$ cat src/rtl/xbi_map.svh
// Widths, timing counts and reset values of the external bus interface
`ifndef XBI_MAP_SVH
`define XBI_MAP_SVH

`define XBI_ADDR_W 24
`define XBI_DATA_W 8
`define XBI_CLK_PERIOD_NS 100
`define XBI_RST_PULSE_NS 1600
`define XBI_RST_PULSE_CYC \
  ((`XBI_RST_PULSE_NS + `XBI_CLK_PERIOD_NS - 1) / `XBI_CLK_PERIOD_NS)
`define XBI_RST_CNT_W 8
`define XBI_IDLE_ADDR 24'h000000
`define XBI_SYNC_W 30

`endif

$ cat src/rtl/xbi_pkg.sv
// Types shared by the external bus interface
package xbi_pkg;

  typedef enum logic [2:0] {
    XBI_IDLE    = 3'b000,
    XBI_SETUP   = 3'b001,
    XBI_STROBE  = 3'b010,
    XBI_RELEASE = 3'b011,
    XBI_GRANT   = 3'b100
  } xbi_state_e;

  typedef struct packed {
    logic [23:0] addr;
    logic [7:0] wdata;
    logic is_write;
    logic is_io;
    logic is_fetch;
  } xbi_req_s;

  typedef struct packed {
    logic [23:0] addr;
    logic memory_request_n;
    logic io_request_n;
  } xbi_snoop_s;

endpackage

$ cat src/rtl/xbi_bus.sv
// External memory and I/O bus interface with bus hold, reset pin and NMI
// Notes on behaviour
// Data lines are driven only in write cycles while this side owns the bus.
// io_request_n goes low for every cycle aimed at I/O space.
// In an I/O cycle the read or store strobe gives the direction.
// memory_request_n goes low for memory cycles, typed by the strobes.
// Neither request line is driven while reset is in effect.
// read_strobe_n is low while reading the addressed location.
// store_strobe_n is low while writing the addressed location.
// Strobes and fetch_indicator float while the bus is granted away.
// fetch_indicator marks memory reads that are instruction fetches.
// A low wait input stretches the strobe phase cycle by cycle.
// The reset pin is a reset input and an open-drain reset output.
// NMI is taken on a falling edge at the next instruction end, unmasked.
// An outside master asks for the bus by pulling bus_hold_request_n low.
// On a hold request the bus floats first, then the grant goes low.
// While granted, address and request lines are read as inputs.
// The grant stays low until the request is withdrawn, then drive resumes.
// Read and store strobes are never low in the same cycle.
`include "xbi_map.svh"

module xbi_bus #(
  parameter int RST_PULSE_CYC = `XBI_RST_PULSE_CYC
) (
  // Clock and reset
  input wire logic i_clock,
  input wire logic i_rst_n,
  // Core request side
  input wire logic i_req,
  input wire xbi_pkg::xbi_req_s i_req_data,
  output logic o_ready,
  output logic o_done,
  output logic [7:0] o_rdata,
  // Core reset and interrupt side
  input wire logic i_self_reset,
  output logic o_pin_reset,
  input wire logic i_instr_end,
  output logic o_nmi_pending,
  output logic o_nmi_take,
  output xbi_pkg::xbi_snoop_s o_snoop,
  // Address pins
  input wire logic [23:0] i_addr_in,
  output logic [23:0] o_addr_out,
  output logic o_addr_oe,
  // Data pins
  input wire logic [7:0] i_data_in,
  output logic [7:0] o_data_out,
  output logic o_data_oe,
  // Request pins
  input wire logic i_memory_request_n,
  output logic o_memory_request_n,
  output logic o_memory_request_oe,
  input wire logic i_io_request_n,
  output logic o_io_request_n,
  output logic o_io_request_oe,
  // Strobe pins
  output logic o_read_strobe_n,
  output logic o_read_strobe_oe,
  output logic o_store_strobe_n,
  output logic o_store_strobe_oe,
  output logic o_fetch_indicator,
  output logic o_fetch_indicator_oe,
  // Control pins
  input wire logic i_wait_n,
  input wire logic i_bus_hold_request_n,
  output logic o_bus_hold_grant_n,
  input wire logic i_reset_pin,
  output logic o_reset_pin_out,
  output logic o_reset_pin_oe,
  input wire logic i_nmi_n
);

  xbi_pkg::xbi_state_e state_r, state_nxt;
  xbi_pkg::xbi_req_s req_r;
  xbi_pkg::xbi_req_s req_cur;
  logic [`XBI_SYNC_W-1:0] sync_q;
  logic wait_s, hold_req_s, reset_s, nmi_s, memory_request_n_s, io_request_n_s;
  logic [23:0] addr_s;
  logic nmi_prev_r;
  logic accept;
  logic [`XBI_RST_CNT_W-1:0] rst_cnt_r;

  xbi_sync #(
    .W(`XBI_SYNC_W),
    .INIT({{4{1'b1}}, `XBI_IDLE_ADDR, 2'h3})
  ) u_sync (
    .i_clock(i_clock),
    .i_rst_n(i_rst_n),
    .i_d({i_wait_n, i_bus_hold_request_n, i_reset_pin, i_nmi_n,
          i_addr_in, i_memory_request_n, i_io_request_n}),
    .o_q(sync_q)
  );

  assign {wait_s, hold_req_s, reset_s, nmi_s, addr_s, memory_request_n_s, io_request_n_s} =
    sync_q;
  assign accept = i_req && o_ready;
  // Request in flight, including the one taken this cycle
  assign req_cur = accept ? i_req_data : req_r;

  function automatic logic owns(input xbi_pkg::xbi_state_e s);
    owns = (s != xbi_pkg::XBI_RELEASE) && (s != xbi_pkg::XBI_GRANT);
  endfunction

  always_comb begin
    state_nxt = state_r;
    unique case (state_r)
      xbi_pkg::XBI_IDLE: begin
        if (o_pin_reset) begin
          state_nxt = xbi_pkg::XBI_IDLE;
        end else if (accept) begin
          state_nxt = xbi_pkg::XBI_SETUP;
        end else if (!hold_req_s) begin
          state_nxt = xbi_pkg::XBI_RELEASE;
        end
      end
      xbi_pkg::XBI_SETUP: begin
        state_nxt = o_pin_reset ? xbi_pkg::XBI_IDLE : xbi_pkg::XBI_STROBE;
      end
      xbi_pkg::XBI_STROBE: begin
        if (o_pin_reset || wait_s) begin
          state_nxt = xbi_pkg::XBI_IDLE;
        end
      end
      xbi_pkg::XBI_RELEASE: begin
        state_nxt = xbi_pkg::XBI_GRANT;
      end
      xbi_pkg::XBI_GRANT: begin
        if (hold_req_s) begin
          state_nxt = xbi_pkg::XBI_IDLE;
        end
      end
      default: begin
        state_nxt = xbi_pkg::XBI_IDLE;
      end
    endcase
  end

  always_ff @(posedge i_clock) begin
    if (!i_rst_n) begin
      state_r <= xbi_pkg::XBI_IDLE;
    end else begin
      state_r <= state_nxt;
    end
  end

  // Request capture and core handshake
  always_ff @(posedge i_clock) begin
    if (!i_rst_n) begin
      req_r <= '0;
      o_ready <= 1'b0;
      o_done <= 1'b0;
      o_rdata <= 8'h00;
    end else begin
      if (accept) begin
        req_r <= i_req_data;
      end
      o_ready <= (state_nxt == xbi_pkg::XBI_IDLE) && reset_s;
      o_done <= (state_r == xbi_pkg::XBI_STROBE) && wait_s && !o_pin_reset;
      // Data settles during the strobe; taken once wait releases
      if ((state_r == xbi_pkg::XBI_STROBE) && wait_s && !req_r.is_write) begin
        o_rdata <= i_data_in;
      end
    end
  end

  // Address, data, request and strobe pins
  always_ff @(posedge i_clock) begin
    if (!i_rst_n) begin
      o_addr_out <= `XBI_IDLE_ADDR;
      o_addr_oe <= 1'b0;
      o_data_out <= 8'h00;
      o_data_oe <= 1'b0;
      o_memory_request_n <= 1'b1;
      o_memory_request_oe <= 1'b0;
      o_io_request_n <= 1'b1;
      o_io_request_oe <= 1'b0;
      o_read_strobe_n <= 1'b1;
      o_read_strobe_oe <= 1'b0;
      o_store_strobe_n <= 1'b1;
      o_store_strobe_oe <= 1'b0;
      o_fetch_indicator <= 1'b0;
      o_fetch_indicator_oe <= 1'b0;
    end else begin
      o_addr_oe <= owns(state_nxt) && !o_pin_reset;
      o_memory_request_oe <= owns(state_nxt) && !o_pin_reset;
      o_io_request_oe <= owns(state_nxt) && !o_pin_reset;
      o_read_strobe_oe <= owns(state_nxt) && !o_pin_reset;
      o_store_strobe_oe <= owns(state_nxt) && !o_pin_reset;
      o_fetch_indicator_oe <= owns(state_nxt) && !o_pin_reset;
      o_memory_request_n <= 1'b1;
      o_io_request_n <= 1'b1;
      o_read_strobe_n <= 1'b1;
      o_store_strobe_n <= 1'b1;
      o_fetch_indicator <= 1'b0;
      o_data_oe <= 1'b0;
      if ((state_nxt == xbi_pkg::XBI_SETUP) ||
          (state_nxt == xbi_pkg::XBI_STROBE)) begin
        o_memory_request_n <= req_cur.is_io;
        o_io_request_n <= !req_cur.is_io;
        o_fetch_indicator <= req_cur.is_fetch && !req_cur.is_io &&
                             !req_cur.is_write;
      end
      if (state_nxt == xbi_pkg::XBI_SETUP) begin
        o_addr_out <= req_cur.addr;
        o_data_out <= req_cur.wdata;
      end
      if (state_nxt == xbi_pkg::XBI_STROBE) begin
        o_read_strobe_n <= req_r.is_write;
        o_store_strobe_n <= !req_r.is_write;
        o_data_oe <= req_r.is_write;
      end
    end
  end

  // Grant follows the float by one cycle
  always_ff @(posedge i_clock) begin
    if (!i_rst_n) begin
      o_bus_hold_grant_n <= 1'b1;
      o_snoop <= '1;
    end else begin
      o_bus_hold_grant_n <= !(state_nxt == xbi_pkg::XBI_GRANT);
      if (state_r == xbi_pkg::XBI_GRANT) begin
        o_snoop <= {addr_s, memory_request_n_s, io_request_n_s};
      end
    end
  end

  // Open-drain reset output and reset seen on the pin
  always_ff @(posedge i_clock) begin
    if (!i_rst_n) begin
      rst_cnt_r <= '0;
      o_reset_pin_oe <= 1'b0;
      o_reset_pin_out <= 1'b0;
      o_pin_reset <= 1'b0;
    end else begin
      if (i_self_reset) begin
        rst_cnt_r <= `XBI_RST_CNT_W'(RST_PULSE_CYC);
      end else if (rst_cnt_r != '0) begin
        rst_cnt_r <= rst_cnt_r - `XBI_RST_CNT_W'(1);
      end
      o_reset_pin_oe <= i_self_reset || (rst_cnt_r > `XBI_RST_CNT_W'(1));
      o_reset_pin_out <= 1'b0;
      o_pin_reset <= !reset_s;
    end
  end

  // Falling-edge NMI; a new edge beats the clear in the same cycle
  always_ff @(posedge i_clock) begin
    if (!i_rst_n) begin
      nmi_prev_r <= 1'b1;
      o_nmi_pending <= 1'b0;
      o_nmi_take <= 1'b0;
    end else begin
      nmi_prev_r <= nmi_s;
      o_nmi_take <= o_nmi_pending && i_instr_end;
      if (nmi_prev_r && !nmi_s) begin
        o_nmi_pending <= 1'b1;
      end else if (i_instr_end) begin
        o_nmi_pending <= 1'b0;
      end
    end
  end
endmodule

$ cat src/rtl/xbi_sync.sv
// Two-flop synchroniser for the pin inputs
module xbi_sync #(
  parameter int W = 1,
  parameter logic [W-1:0] INIT = '1
) (
  // Clock and reset
  input wire logic i_clock,
  input wire logic i_rst_n,
  // Data
  input wire logic [W-1:0] i_d,
  output logic [W-1:0] o_q
);

  logic [W-1:0] meta_r;

  // First stage feeds only the second stage
  always_ff @(posedge i_clock) begin
    if (!i_rst_n) begin
      meta_r <= INIT;
      o_q <= INIT;
    end else begin
      meta_r <= i_d;
      o_q <= meta_r;
    end
  end

endmodule
$ cat config.mk
export PLATFORM = sky130hd
export DESIGN_NAME = xbi_bus
export DESIGN_NICKNAME = d
export VERILOG_FILES = /design/src/rtl/xbi_pkg.sv /design/src/rtl/xbi_bus.sv /design/src/rtl/xbi_sync.sv
export VERILOG_INCLUDE_DIRS = /design/src /design/src/rtl
export SDC_FILE = /design/constraint.sdc
export NUM_CORES = 1
export LEC_CHECK = 0
export ABC_AREA = 1
export ABC_CLOCK_PERIOD_IN_PS = 1570
export CAP_MARGIN = 20
export CELL_PAD_IN_SITES_DETAIL_PLACEMENT = 0
export CELL_PAD_IN_SITES_GLOBAL_PLACEMENT = 1
export CORE_ASPECT_RATIO = 1.75
export CORE_MARGIN = 3
export CORE_UTILIZATION = 45
export CTS_BUF_LIST = sky130_fd_sc_hd__clkbuf_16
export DETAILED_ROUTE_END_ITERATION = 8
export DONT_BUFFER_PORTS = 1
export GPL_TIMING_DRIVEN = 0
export PLACE_DENSITY = 0.78
export SLEW_MARGIN = 20
export SYNTH_ARGS = -nofsm -noshare
export SYNTH_HDL_FRONTEND = slang
export SYNTH_SLANG_ARGS = --single-unit
$ cat constraint.sdc
create_clock -name i_clock -period 1.57 [get_ports i_clock]
set_input_delay 0.314 -clock i_clock [delete_from_list [all_inputs] [get_ports i_clock]]
set_output_delay 0.314 -clock i_clock [all_outputs]
set_load 0.005 [all_outputs]
==> impl_metrics.toml <==
[outcome]
status = "completed"

[layout]
final_area_sq_mm = 0.00778
layout-drive-gt1-share_pct = 13.6
fin_util_pct = 53.9
area_delta_synth_final_pct = 16.8
fill_cells = 1423
layout.nets = 941
multi_input_area_sq_mm = 0.00223
register_area_sq_mm = 0.00375
antenna_cells = 0

[power]
p_int_mw = 8.01
ir_worst_vdd_v = 0.000739
leakage_nw = 3.73
total_power_mw = 11.0
sw_frac_of_total_pct = 27.2
clkPwrFrac_pct = 40.7
p_sw_mw = 2.99
power.density_mw_per_mm2 = 1410
p_comb_share_pct = 11.6
seqPwrFrac_pct = 47.7

[critical_path]
crit_required_ns = 1.85
cp.arrival_ns = 1.74
cpMaxStageDelayCell = "dfxtp_1"
start_kind = "flop"
r2r_cells = 6
crit_family = "buffers and inverters"
crit_chain = "nor2_2 -> nand2_2 -> clkinv_1 -> buf_2 -> nand2_1 -> nand3_1"
reg2reg_to = "o_snoop[11]"
crit_type = "flop to flop"
path_max_fanout = 10
r2r_slack_ns = 0.12
path_buf_inv = 2
r2r_start = "state_r[0]"
cp-end-kind = "flop"
cpPeakStageDelay_ns = 0.40

[sta]
fmax_mhz = 689
final_hold_viol_count = 0
finalCriticalPeriod_ns = 1.45
tightest_slew_ns = 0.587
finalSetupViolCount = 0
slew_viol_final = 0
finalSetupTns_ns = 0
rsz0062_at_grt = "no"
maxSlewHeadroom_pct = 60.9
timing.final.crit_share_pct = 92.5
worst_clock_skew_ns = 0.0101

[global_routing]
grt_pass1_vias = 5241
track_usage_pct = 18.9
grt_max_degree = 20
grt_pass1_wl_microns = 24800
antenna_found_initial = 0
grt_overflow = 0

[hold_path]
hp-start = "i_instr_end"
min_to = "o_nmi_pending"
min_path_type = "input pin to flop"
hold-path-cell-count = 1

[flow_run]
max_cap_violations = 0

[floorplanning]
die_h_microns = 167
initial_core_util_pct = 46.1
die_width_microns = 98.0
die-area_sq_mm = 0.0164
rows = 58
core_sq_mm = 0.0144
io_pins = 164

[synthesis]
ys_ff_latch = 187
synthArstFlopShare_pct = 0
synth.distinct_cells = 30
yosys_warnings = 0
synthTopCellsByArea = "dfxtp_1 (56%), nand2_1 (11%), inv_1 (5.7%)"
yosysMostFrequentCell = "nand2_1"
ys.flop_type = "dfxtp_1"
yosys.area.top_type = "dfxtp_1"
synth_top_area_share_pct = 56.2
netlist_area_sq_mm = 0.00666
synth.net_count = 897
synth_common_cells = "nand2_1 (189), dfxtp_1 (187), inv_1 (101), nor2_1 (74), nand3_1 (65)"
yosysSeqAreaShare_pct = 56.2
netlist_instances = 817
synth_edf_count = 0
syn_avg_cell_area_sq_um = 8.15

[detailed_routing]
drtPass1Iterations = 5
via_per_inst = 4.84
avgRoutedWirePerCell_microns = 14.5
drt_first_iter_violations = 126
postRouteWirelength_microns = 15300
drtAntennaViolNets = 0
drc = 0
vias = 5103

[placement]
port_buffers = 0
placed_area_sq_mm = 0.00688
dp_hpwl_microns = 11600
gp_congestion = 0.799

[cts]
htreeDepth = 4
insertion_delay_ns = 0.42
clock-sinks = 187
cts.clk_slew.worst_paths_ns = 0.07
clockBufferDepth = 2
numCtsBuffers = 17
cts_post_setup_buffers_inserted = 0
root_buffer = "clkbuf_16"
cts_tree = "done"
[stage by stage]
| step | setup WS, ns | instances | hold WS [ns] |
|---|---|---|---|
| after floorplan | 0.291 | 817 | 0.390 |
| after global placement | -0.107 | 997 | 0.394 |
| after detailed placement | -0.160 | 997 | 0.399 |
| after CTS | 0.0113 | 1054 | 0.00104 |
| after global routing | 0.00258 | 1054 | 0.00348 |
| final | 0.118 | 1054 | 0.0190 |
[flip-flops by register name, summed over array words and instances, names as in the netlist, 3 cells and up]
register,flops
rst_cnt_r,8
u_sync.o_q,30
o_snoop,26
req_r,35
state_r,3
o_rdata,8
o_addr_out,24
o_data_out,8
u_sync.meta_r,30
[cell type report]
cell class / count / area share [%]
sequential: 187 / 48.2
inverter: 104 / 5.02
timing repair buffer: 25 / 3.22
buffer: 52 / 3.99
tap: 180 / 2.89
multi-input combinational: 474 / 28.6
clock buffer: 17 / 5.47
clock inverter: 15 / 2.65
[power groups by stage]
stage	clock, mW	combinational [mW]	sequential [mW]
2_1_floorplan	0	0.993	5.29
3_3_place_gp	0	1.19	5.34
3_5_place_dp	0	1.24	5.35
4_1_cts	4.59	1.30	5.24
5_1_grt	4.78	1.47	5.27
6_report	4.47	1.28	5.24
[cell usage in the layout (no fill, tap or decap), drive strengths merged]
cell	instances
nand2	194
dfxtp	187
inv	109
nor2	91
nand3	75
a21oi	48
o21ai	40
clkbuf	39
buf	30
dlygate4sd3	25
or2	13
clkinv	6
nand4	3
nor4	2
ha	2
clkinvlp	2
bufinv	2
xor2	1
o31ai	1
xnor2	1
nor3	1
o22ai	1
conb	1
[cells by family after synthesis]
kind of cell,count (synthesis),synth area share (%)
simple gates,379,25.2
xor+xnor,2,0.263
other cells,1,0.0563
buf+inv,156,10.5
compound gates,90,7.38
flops,187,56.2
fa+ha+maj,2,0.376
[routing by layer]
layer	part of all wire [%]	global-route usage [%]	up-vias
li1	-	-	2608
met1	36	17.8	2340
met2	55	36.6	132
met3	7.3	6.62	23
met4	2.0	6.99	0
met5	0	0	-
[timing repair]
action                                 4_1_cts  5_1_grt
gates resized for setup                      0        7
hold buffers                                25        0
endpoints found under the hold margin       25        0
setup endpoints to repair                    0       39
[worst max path at each step]
stage / from / end / slack (ns) / cells after the start
after global placement: i_rst_n / req_r[2] / -0.11 / 5
after floorplan: o_ready / o_addr_out[10] / 0.29 / 9
after global routing: o_ready / o_addr_out[2] / 0.003 / 7
final: state_r[0] / o_snoop[11] / 0.12 / 6
after CTS: o_ready / o_addr_out[10] / 0.01 / 9
after detailed placement: i_rst_n / req_r[2] / -0.16 / 5
Power figures use the tool's default switching activity.
